--- config.mk ---
export PLATFORM = sky130hd
export DESIGN_NAME = sampling_clock_source
export DESIGN_NICKNAME = d
export VERILOG_FILES = /design/src/crate_fanout.v /design/src/sampling_clock_source.v
export VERILOG_INCLUDE_DIRS = /design/src
export SDC_FILE = /design/constraint.sdc
export NUM_CORES = 1
export LEC_CHECK = 0
export ABC_AREA = 1
export BUFFER_PORTS_ARGS = -buffer_cell sky130_fd_sc_hd__buf_2
export CAP_MARGIN = 15
export CORE_MARGIN = 5
export CORE_UTILIZATION = 54
export CTS_BUF_LIST = sky130_fd_sc_hd__clkbuf_8 sky130_fd_sc_hd__clkbuf_16
export CTS_CLUSTER_SIZE = 16
export DETAILED_ROUTE_END_ITERATION = 10
export GPL_TIMING_DRIVEN = 0
export MAX_ROUTING_LAYER = met4
export PLACE_DENSITY_LB_ADDON = 0.08
export SETUP_SLACK_MARGIN = 0.3
export SLEW_MARGIN = 10
export SYNTH_ARGS = -nofsm -noshare
export SYNTH_HDL_FRONTEND = slang
export SYNTH_SLANG_ARGS = --single-unit
--- constraint.sdc ---
create_clock -name sys_clk -period 1.5 [get_ports sys_clk]
set_input_delay 0.3 -clock sys_clk [delete_from_list [all_inputs] [get_ports sys_clk]]
set_output_delay 0.3 -clock sys_clk [all_outputs]
set_load 0.01 [all_outputs]
--- src/sampling_clock_regs.vh ---
/*
 * Constants for the sampling clock source and phase control block:
 * clock figures, phase code limits, switch-over timing and state codes.
 * Assumes it is included by bare name from the design files.
 */
`ifndef SAMPLING_CLOCK_REGS_VH
`define SAMPLING_CLOCK_REGS_VH

// ----------------------------------------------------------------------
// Clock figures
// ----------------------------------------------------------------------
`define SYS_CLK_PERIOD_NS   8
`define NCO_WIDTH           24
// 53.10366 MHz / 125 MHz scaled by 2^24, rounded to nearest
`define NCO_INCREMENT       24'h6cc19d

// ----------------------------------------------------------------------
// Phase and time-of-flight codes
// ----------------------------------------------------------------------
`define PHASE_WIDTH         5
// One sampling period is 18.83 ns, so 1 ns steps run 0..18
`define PHASE_MAX           5'h12
`define TOF_WIDTH           3
`define TOF_DEPTH           8

// ----------------------------------------------------------------------
// Switch-over timing
// ----------------------------------------------------------------------
`define MUTE_NS             64
`define SETTLE_NS           200
`define MUTE_CYC   ((`MUTE_NS + `SYS_CLK_PERIOD_NS - 1) / `SYS_CLK_PERIOD_NS)
`define SETTLE_CYC ((`SETTLE_NS + `SYS_CLK_PERIOD_NS - 1) / `SYS_CLK_PERIOD_NS)
`define WAIT_WIDTH          6
// Down-counter loads, one less than the cycle counts above, at counter width
`define MUTE_LOAD           6'h07
`define SETTLE_LOAD         6'h18

// ----------------------------------------------------------------------
// Switch-over state codes
// ----------------------------------------------------------------------
`define ST_RUN              2'h0
`define ST_MUTE             2'h1
`define ST_APPLY            2'h2
`define ST_SETTLE           2'h3

`endif

--- src/crate_fanout.v ---
/*
 * One front-end crate output: holds the applied phase code for its
 * delay line and delays the gate and clear signals by 0..7 sampling
 * periods. Assumes tick pulses once per sampling period and apply pulses
 * only while the outputs are muted.
 */
`timescale 1ns/10ps
`default_nettype none
`include "sampling_clock_regs.vh"

module crate_fanout (
    // Clock and reset
    input  wire                      sys_clk,
    input  wire                      resetn,
    // Control from the top
    input  wire                      tick,
    input  wire                      apply,
    input  wire [`PHASE_WIDTH-1:0]   phase_req,
    input  wire [`TOF_WIDTH-1:0]     tof_req,
    // Signals to delay
    input  wire                      gate_in,
    input  wire                      clear_in,
    // Outputs
    output reg  [`PHASE_WIDTH-1:0]   phase_code_r,
    output reg                       gate_out_r,
    output reg                       clear_out_r
);

    reg [`TOF_WIDTH-1:0]   tof_r;
    reg [`TOF_DEPTH-1:0]   gate_sr_r;
    reg [`TOF_DEPTH-1:0]   clear_sr_r;

    // ------------------------------------------------------------------
    // Settings take effect only on apply, never mid-run
    // ------------------------------------------------------------------
    // per-crate phase
    always @(posedge sys_clk) begin
        if (!resetn) begin
            phase_code_r <= {`PHASE_WIDTH{1'b0}};
            tof_r        <= {`TOF_WIDTH{1'b0}};
        end else if (apply) begin
            // Clamp to one period so the delay line never wraps
            phase_code_r <= (phase_req > `PHASE_MAX) ? `PHASE_MAX : phase_req;
            tof_r        <= tof_req;
        end
    end

    // ------------------------------------------------------------------
    // Delay chains advance once per sampling period
    // ------------------------------------------------------------------
    // whole-period delay
    always @(posedge sys_clk) begin
        if (!resetn) begin
            gate_sr_r   <= {`TOF_DEPTH{1'b0}};
            clear_sr_r  <= {`TOF_DEPTH{1'b0}};
            gate_out_r  <= 1'b0;
            clear_out_r <= 1'b0;
        end else begin
            if (tick) begin
                gate_sr_r  <= {gate_sr_r[`TOF_DEPTH-2:0], gate_in};
                clear_sr_r <= {clear_sr_r[`TOF_DEPTH-2:0], clear_in};
            end
            gate_out_r  <= gate_sr_r[tof_r];
            clear_out_r <= clear_sr_r[tof_r];
        end
    end

endmodule // crate_fanout

`default_nettype wire

--- src/sampling_clock_source.v ---
/*
 * Sampling clock source and phase control. Chooses between the RF
 * reference and the free-running local oscillator, sets the global and
 * per-crate delay line codes, and times the gate and clear outputs of
 * each crate in whole sampling periods. Assumes external delay lines,
 * an external clock mux and output gates driven by the codes and enables
 * below; all control inputs come from pins outside sys_clk.
 */
`timescale 1ns/10ps
`default_nettype none
`include "sampling_clock_regs.vh"

module sampling_clock_source #(
    parameter NUM_CRATES = 4
) (
    // Clock and reset
    input  wire                                 sys_clk,
    input  wire                                 resetn,
    // Settings from pins
    input  wire                                 use_local_osc,
    input  wire [`PHASE_WIDTH-1:0]              global_phase_req,
    input  wire [NUM_CRATES*`PHASE_WIDTH-1:0]   crate_phase_req,
    input  wire [NUM_CRATES*`TOF_WIDTH-1:0]     crate_tof_req,
    // Accelerator derived signals
    input  wire                                 beam_window_gate,
    input  wire                                 timestamp_counter_clear,
    // Clock path control
    output reg                                  clk_mux_sel_r,
    output reg  [`PHASE_WIDTH-1:0]              global_delay_code_r,
    output reg                                  fanout_enable_r,
    output reg                                  readout_clk_enable_r,
    output reg                                  sampling_tick_r,
    // Per-crate outputs
    output wire [NUM_CRATES*`PHASE_WIDTH-1:0]   crate_delay_code,
    output wire [NUM_CRATES-1:0]                crate_gate,
    output wire [NUM_CRATES-1:0]                crate_clear
);

    localparam SETW = 1 + `PHASE_WIDTH + NUM_CRATES * (`PHASE_WIDTH + `TOF_WIDTH);

    // ------------------------------------------------------------------
    // Pin synchronisers
    // ------------------------------------------------------------------
    reg [SETW-1:0]  set_meta_r;
    reg [SETW-1:0]  set_sync_r;
    reg [1:0]       sig_meta_r;
    reg [1:0]       sig_sync_r;
    wire [SETW-1:0] set_pins;

    assign set_pins = {use_local_osc, global_phase_req, crate_phase_req, crate_tof_req};

    // Two stages before any logic looks at a pin
    always @(posedge sys_clk) begin
        if (!resetn) begin
            set_meta_r <= {SETW{1'b0}};
            set_sync_r <= {SETW{1'b0}};
            sig_meta_r <= 2'h0;
            sig_sync_r <= 2'h0;
        end else begin
            set_meta_r <= set_pins;
            set_sync_r <= set_meta_r;
            sig_meta_r <= {beam_window_gate, timestamp_counter_clear};
            sig_sync_r <= sig_meta_r;
        end
    end

    // ------------------------------------------------------------------
    // Sampling period tick
    // ------------------------------------------------------------------
    // Phase accumulator paces the per-period delay chains at the
    // nominal rate; jitter is one sys_clk, which is well inside the
    // one-period cable timing budget of the gate and clear lines.
    reg [`NCO_WIDTH-1:0]  nco_r;
    wire [`NCO_WIDTH:0]   nco_sum;

    assign nco_sum = {1'b0, nco_r} + {1'b0, `NCO_INCREMENT};

    always @(posedge sys_clk) begin
        if (!resetn) begin
            nco_r           <= {`NCO_WIDTH{1'b0}};
            sampling_tick_r <= 1'b0;
        end else begin
            nco_r           <= nco_sum[`NCO_WIDTH-1:0];
            sampling_tick_r <= nco_sum[`NCO_WIDTH];
        end
    end

    // ------------------------------------------------------------------
    // Applied settings and change detect
    // ------------------------------------------------------------------
    reg [SETW-1:0]  applied_r;
    reg [SETW-1:0]  pending_r;
    wire            settings_differ;

    assign settings_differ = (set_sync_r != applied_r);

    // ------------------------------------------------------------------
    // Switch-over sequencer
    // ------------------------------------------------------------------
    reg [1:0]             state_r;
    reg [1:0]             state_nxt;
    reg [`WAIT_WIDTH-1:0] wait_r;
    reg [`WAIT_WIDTH-1:0] wait_nxt;
    reg                   apply_nxt;
    reg                   apply_r;

    // Mute, change, settle, unmute: the output gates close on a quiet
    // clock, so switching the mux or delay lines cannot leak a runt.
    // glitch-free changes
    always @* begin
        state_nxt = state_r;
        wait_nxt  = wait_r;
        apply_nxt = 1'b0;
        case (state_r)
            `ST_RUN: begin
                if (settings_differ) begin
                    state_nxt = `ST_MUTE;
                    wait_nxt  = `MUTE_LOAD;
                end
            end
            `ST_MUTE: begin
                if (wait_r == {`WAIT_WIDTH{1'b0}}) begin
                    state_nxt = `ST_APPLY;
                    apply_nxt = 1'b1;
                end else begin
                    wait_nxt = wait_r - 1'b1;
                end
            end
            `ST_APPLY: begin
                state_nxt = `ST_SETTLE;
                wait_nxt  = `SETTLE_LOAD;
            end
            `ST_SETTLE: begin
                if (wait_r == {`WAIT_WIDTH{1'b0}}) begin
                    if (settings_differ) begin
                        // A setting moved during the round: stay muted rather
                        // than open the gates for one short cycle
                        state_nxt = `ST_MUTE;
                        wait_nxt  = `MUTE_LOAD;
                    end else begin
                        state_nxt = `ST_RUN;
                    end
                end else begin
                    wait_nxt = wait_r - 1'b1;
                end
            end
            default: begin
                state_nxt = `ST_RUN;
                wait_nxt  = {`WAIT_WIDTH{1'b0}};
            end
        endcase
    end

    // Sequencer registers; the snapshot is taken on entry to mute so
    // that a setting still moving during the mute is caught next round
    always @(posedge sys_clk) begin
        if (!resetn) begin
            state_r   <= `ST_MUTE;
            wait_r    <= `MUTE_LOAD;
            apply_r   <= 1'b0;
            pending_r <= {SETW{1'b0}};
        end else begin
            state_r <= state_nxt;
            wait_r  <= wait_nxt;
            apply_r <= apply_nxt;
            if (state_nxt == `ST_MUTE && state_r != `ST_MUTE) begin
                pending_r <= set_sync_r;
            end
        end
    end

    // ------------------------------------------------------------------
    // Clock path control outputs
    // ------------------------------------------------------------------
    // Gates stay shut from reset until the first settle ends
    // source select
    always @(posedge sys_clk) begin
        if (!resetn) begin
            applied_r            <= {SETW{1'b0}};
            clk_mux_sel_r        <= 1'b0;
            global_delay_code_r  <= {`PHASE_WIDTH{1'b0}};
            fanout_enable_r      <= 1'b0;
            readout_clk_enable_r <= 1'b0;
        end else begin
            if (apply_nxt) begin
                applied_r     <= pending_r;
                clk_mux_sel_r <= pending_r[SETW-1];
                if (pending_r[SETW-2 -: `PHASE_WIDTH] > `PHASE_MAX) begin
                    global_delay_code_r <= `PHASE_MAX;
                end else begin
                    global_delay_code_r <= pending_r[SETW-2 -: `PHASE_WIDTH];
                end
            end
            fanout_enable_r      <= (state_nxt == `ST_RUN);
            readout_clk_enable_r <= (state_nxt == `ST_RUN);
        end
    end

    // ------------------------------------------------------------------
    // Per-crate fan-out
    // ------------------------------------------------------------------
    // one delay per crate
    genvar g;
    generate
        for (g = 0; g < NUM_CRATES; g = g + 1) begin : crate
            crate_fanout u_fanout (
                .sys_clk      (sys_clk),
                .resetn       (resetn),
                .tick         (sampling_tick_r),
                .apply        (apply_r),
                .phase_req    (applied_r[NUM_CRATES*`TOF_WIDTH + g*`PHASE_WIDTH
                                         +: `PHASE_WIDTH]),
                .tof_req      (applied_r[g*`TOF_WIDTH +: `TOF_WIDTH]),
                .gate_in      (sig_sync_r[1]),
                .clear_in     (sig_sync_r[0]),
                .phase_code_r (crate_delay_code[g*`PHASE_WIDTH +: `PHASE_WIDTH]),
                .gate_out_r   (crate_gate[g]),
                .clear_out_r  (crate_clear[g])
            );
        end
    endgenerate

endmodule // sampling_clock_source

`default_nettype wire

After elaboration in Yosys (flattened, before gate mapping) --
Index checks and enable logic that the tools add are counted.
Storage, ports and cells: register bits after elaboration 301, latch bits 0, bits in writable memories 0, bits in read-only memories 0, bits of input ports 42, output and inout port bits 37, word-level logic and storage cells 92, memories 0
Operators by class: $add $sub $neg 2, multipliers 0, divide/modulo/power cells 0, order comparisons 9, equality and inequality tests 7, shift-type cells 0, multiplexer cells 32, bitwise gates (word level) 0, reductions and logical operators 4
Operator list (count):
- $ne 38x38->1 | 1
- $add 24x23->25 const B | 1
- $gt 5x5->1 const B | 5
- $mux 5 | 5
- $bmux 1 s3 | 8
- $pmux 6 s4 | 1
- $mux 6 | 3
- $lt 3x4->1 const B | 4
- $mux 1 | 11
- $pmux 2 s4 | 1
- $logic_not 6->1 | 1
- $mux 2 | 3
- $sub 6x1->6 const B | 1
- $eq 2x1->1 const B | 2
- $eq 2x2->1 const B | 2
- $logic_not 2->1 | 2
- $ne 2x1->1 const B | 1
- $ne 2x2->1 const B | 1
- $logic_and 1x1->1 | 1

Logic depth before layout (Yosys ltp) --
word-level depth 6, gate-level depth with buffers 13

Modules after synthesis --
From an unflattened synthesis, not the netlist that was laid out.
Second synthesis, totals: cells, all modules 1499, area total of the unflattened synthesis 11437.2 µm²
Modules (own cells, without submodules):
- sampling_clock_source | times used 1, cells each 919, area each 7173.1 µm², seq. area each 3923.8 µm²
- crate_fanout | times used 4, cells each 145, area each 1066.0 µm², seq. area each 520.5 µm²

Least setup slack after synthesis --
No wires, ideal clock.
path kind reg2reg, from register wait_r[0], to register wait_r[3], setup time 0.128 ns, arrival time 1.438 ns, data required time 1.372 ns, setup slack -0.066 ns, stages on the path, launching flop included 11, path buffers 1, clock period less this slack 1.566 ns, cells stage by stage dfxtp_1 -> inv_1 -> ha_1 -> nand3_1 -> inv_2 -> nand2_1 -> a21oi_4 -> buf_2 -> nand2_1 -> nand3_1 -> nor2_1
On the way: word-level cells in the longest chain between the ends 3
RTL lines:
- from (decl) | RTL line sampling_clock_source.v:102 | reg [`WAIT_WIDTH-1:0] wait_r;
- from (signal assigned) | RTL line sampling_clock_source.v:159 | wait_r <= `MUTE_LOAD;
- from (signal assigned) | RTL line sampling_clock_source.v:164 | wait_r <= wait_nxt;
- $sub 6x1->6 or $logic_not 6->1 (tied branches)
- $mux 6 (on tied branches) | RTL line sampling_clock_source.v:134, sampling_clock_source.v:122
- $pmux 6 s4 | RTL line sampling_clock_source.v:114 | case (state_r)
Parallel ways exist; a longest one is shown, timed or not. The select of a mux whose other input is x is not followed. A chain may end at the register's enable or synchronous reset.

Worst setup path in the final report --
from register set_sync_r[17], to register pending_r[25]
On the way: word-level cells in the longest chain between the ends 6
RTL lines:
- from (decl) | RTL line sampling_clock_source.v:45 | reg [SETW-1:0] set_sync_r;
- from (signal assigned) | RTL line sampling_clock_source.v:56 | set_sync_r <= {SETW{1'b0}};
- from (signal assigned) | RTL line sampling_clock_source.v:61 | set_sync_r <= set_meta_r;
- $ne 38x38->1 (*) | RTL line sampling_clock_source.v:95 | assign settings_differ = (set_sync_r != applied_r);
- $mux 1 | RTL line sampling_clock_source.v:135 | if (settings_differ) begin
- $mux 2 | RTL line sampling_clock_source.v:134 | if (wait_r == {`WAIT_WIDTH{1'b0}}) begin
- $pmux 2 s4 (*) | RTL line sampling_clock_source.v:114
- $eq 2x1->1 (no line) (*)
- $logic_and 1x1->1 (no line) (*)
- to (signal assigned) | RTL line sampling_clock_source.v:161 | pending_r <= {SETW{1'b0}};
- to (signal assigned) | RTL line sampling_clock_source.v:167 | pending_r <= set_sync_r;
- to (decl) | RTL line sampling_clock_source.v:92 | reg [SETW-1:0] pending_r;
Mark *: on every way between the ends. The rest lies on a longest branch, timed or not.

==> flow_summary.yaml <==
placement:
  gp_congestion: 0.941
  dpl_cell_area_um2: 11000
  place_hpwl_um: 18100
  port_buffers: 78
clock_tree:
  clk_pin_slew_ns: 0.06
  cts_buffer_depth: 3
  cts_tree: "done"
  numCtsBuffers: 26
  clk_latency_ns: 0.53
  htreeDepth: 1
  cts_sinks: 252
  cts-root-buf: "clkbuf_16"
setup_path:
  cp_num_buf_inv: 2
  cp_cell_sequence: "inv_1, nand2_1, nand2_1, nand2_1, nor2_1, nand2_2, nor2_4, nand3_4, buf_2, nand3_1, nand2_1, nor2_1"
  path_delay_family: "simple AND/OR/NAND/NOR gates"
  cp_slowest_stage_delay_ns: 0.37
  cp-start-kind: "register"
  critPathKind: "reg2reg"
  crit_fanout: 10
  end_kind: "register"
  cp.arrival_ns: 2.43
  cpMostUsedCell: "nand2_1"
  crit_required_ns: 1.94
  cp_slowest_cell: "dfxtp_1"
  ff2ff_setup_slack_ns: -0.49
power:
  power_density_nw_per_um2: 1070
  p_leak_nw: 6.79
  vdd_drop_max_mv: 0.932
drt:
  vias_per_cell: 5.29
  ant_nets: 0
  drt_iter0_drc: 780
  wl_um: 31100
  wire_per_inst_um: 16.7
  via_count: 9847
  drc: 0
  drtPass1Iterations: 5
yosys:
  synthCells: 1367
  yosysMostFrequentCell: "nand2_1"
  ys_seq_area_share_pct: 50.1
  synth_fp_nets: 1411
  synth_fa_ha_area_share_pct: 0.249
  synth_cell_types: 36
  synthArstFlopShare_pct: 0
  yosysTopAreaCellShare_pct: 50.1
  synth_edf_count: 0
  synth_simple_gate_area_share_pct: 20.1
  synth_compound_area_share_pct: 16.8
  avgSynthCellArea_um2: 7.36
  synth_flop_cell: "dfxtp_1"
  synthesis.area_um2: 10100
  synth_xor_area_share_pct: 1.39
  synthTopCellsByArea: "dfxtp_1 50%, nand2_1 12%, inv_1 7.5%"
  synth.area.mux_share_pct: 0
  synth_top_family_by_area: "simple AND/OR/NAND/NOR gates"
  synthTopCellsByCount: "315 x nand2_1, 252 x dfxtp_1, 202 x inv_1"
  yosys.area.top_type: "dfxtp_1"
  ys_warn_count: 0
  synth_seq_cells: 252
sta:
  finalWorstSetupSlack_ns: -0.492
  fmax_mhz: 502
  tightest_slew_ns: 0.736
  slew_violations: 0
  min_period_ns: 1.99
  rsz0062_at_grt: "yes"
  setup_violations: 90
  fin_worst_skew_ns: 0.0150
  fin_tns_setup_ns: -22.71
  finalHoldViolCount: 0
  slew_headroom_pct: 51.0
  fin_crit_sh_pct: 133
die:
  core_region_area_um2: 18500
  dieArea_um2: 21500
  die_y_um: 146
  die_x_um: 146
  start_util_pct: 54.3
  ios: 79
  num_rows: 50
final_layout:
  syn2layout_area_growth_pct: 44.6
  insertedDiodeCount: 0
  nFillCells: 1210
  finalInstanceArea_um2: 14500
  final_nets: 1651
  drive_above_1_share_pct: 34.6
hold_path:
  hold_class: "in2reg"
status:
  violations: "setup timing"
  outcome: "complete, but fails checks"
grt:
  grt-ovfl-total: 0
  antenna_found_initial: 0
  grt_pass1_wl_um: 46600
  grt_pass1_vias: 9262
  grt_max_degree: 14
  grtUsageTotal_pct: 27.3
job:
  maxCapViolCount: 0
[layer usage]
metal | track usage (%) | vias up | wire (µm)
met1 | 33.8 | 4521 | 13000
met5 | - | - | 0
met2 | 45.7 | 413 | 14800
met3 | 4.07 | 105 | 2070
li1 | - | 4808 | -
met4 | 9.45 | 0 | 1240
[area by class of cell]
class	instances	area (µm²)	area share, %
Sequential cell	252	5170	35.5
Multi-Input combinational cell	833	4810	33.1
Timing Repair Buffer	211	1960	13.5
Inverter	211	818	5.63
Clock buffer	35	786	5.40
Buffer	72	603	4.15
Tap cell	234	293	2.01
Clock inverter	13	110	0.757
[cell families after synthesis]
| family | count (synthesis) |
|---|---|
| AND/OR/NAND/NOR | 508 |
| AO/OA/AOI/OAI | 306 |
| buffers and inverters | 283 |
| flip-flops | 252 |
| XOR/XNOR | 16 |
| adder cells (fa/ha/maj) | 2 |
[through the flow]
stage               instances  util (%)  hold slack (ns)  total power [mW]  setup WS [ns]
floorplan                1367         -            0.390              8.04         0.0159
global placement         1679      59.2            0.392              8.36         -0.631
detailed placement       1679      59.2            0.396              8.38         -0.638
CTS                      1835      74.4            0.210              15.3         -0.222
global route             1861      78.6            0.261              16.2         -0.495
finish                   1861      78.6            0.234              15.6         -0.492
[flip-flops by register name (all words and copies together), names as in the netlist, 5 cells and up]
signal and flops:
pending_r 38, set_meta_r 38, set_sync_r 38, applied_r 37, nco_r 24, crate.u_fanout.phase_code_r 20
crate.u_fanout.tof_r 12, crate.u_fanout.clear_sr_r 8, crate.u_fanout.gate_sr_r 8, wait_r 6, global_delay_code_r 5
[worst min-delay path, cell delays in order]
cell and delay [ns]:
buf_2 0.13, inv_1 0.16, a21oi_1 0.06, nand2_1 0.07
[final timing paths]
check,startpoint,end,cells past startpoint
hold / removal,resetn,state_r[0],4
hold reg to reg,set_meta_r[1],set_sync_r[1],2
setup reg to reg,set_sync_r[17],pending_r[25],12
setup / recovery,set_sync_r[17],pending_r[25],12
[layout by cell type, fill, tap and decap left out, drive strengths merged, types with 11 or more instances in the layout]
cell type	instances
a31oi	15
dlygate4sd3	40
o21ai	136
nand2	316
inv	216
clkbuf	73
dfxtp	252
buf	205
xnor2	11
o211ai	13
a21oi	121
nor2	120
nand3	61
[timing repair]
action | CTS | global route
pin swaps | 45 | 50
buffers inserted | 61 | 26
cloned | 7 | 0
hold endpoints to repair | 40 | 0
gates resized for setup | 302 | 200
endpoints found under the setup margin | 282 | 216
hold buffers | 40 | 0
[report_power, final]
| part | internal (mW) | total [mW] | switching, mW |
|---|---|---|---|
| registers | 6.97 | 7.22 | 0.247 |
| logic | 0.816 | 1.79 | 0.973 |
| clock network | 3.99 | 6.59 | 2.60 |
| total | 11.8 | 15.6 | 3.82 |
Power figures use the tool's default switching activity.
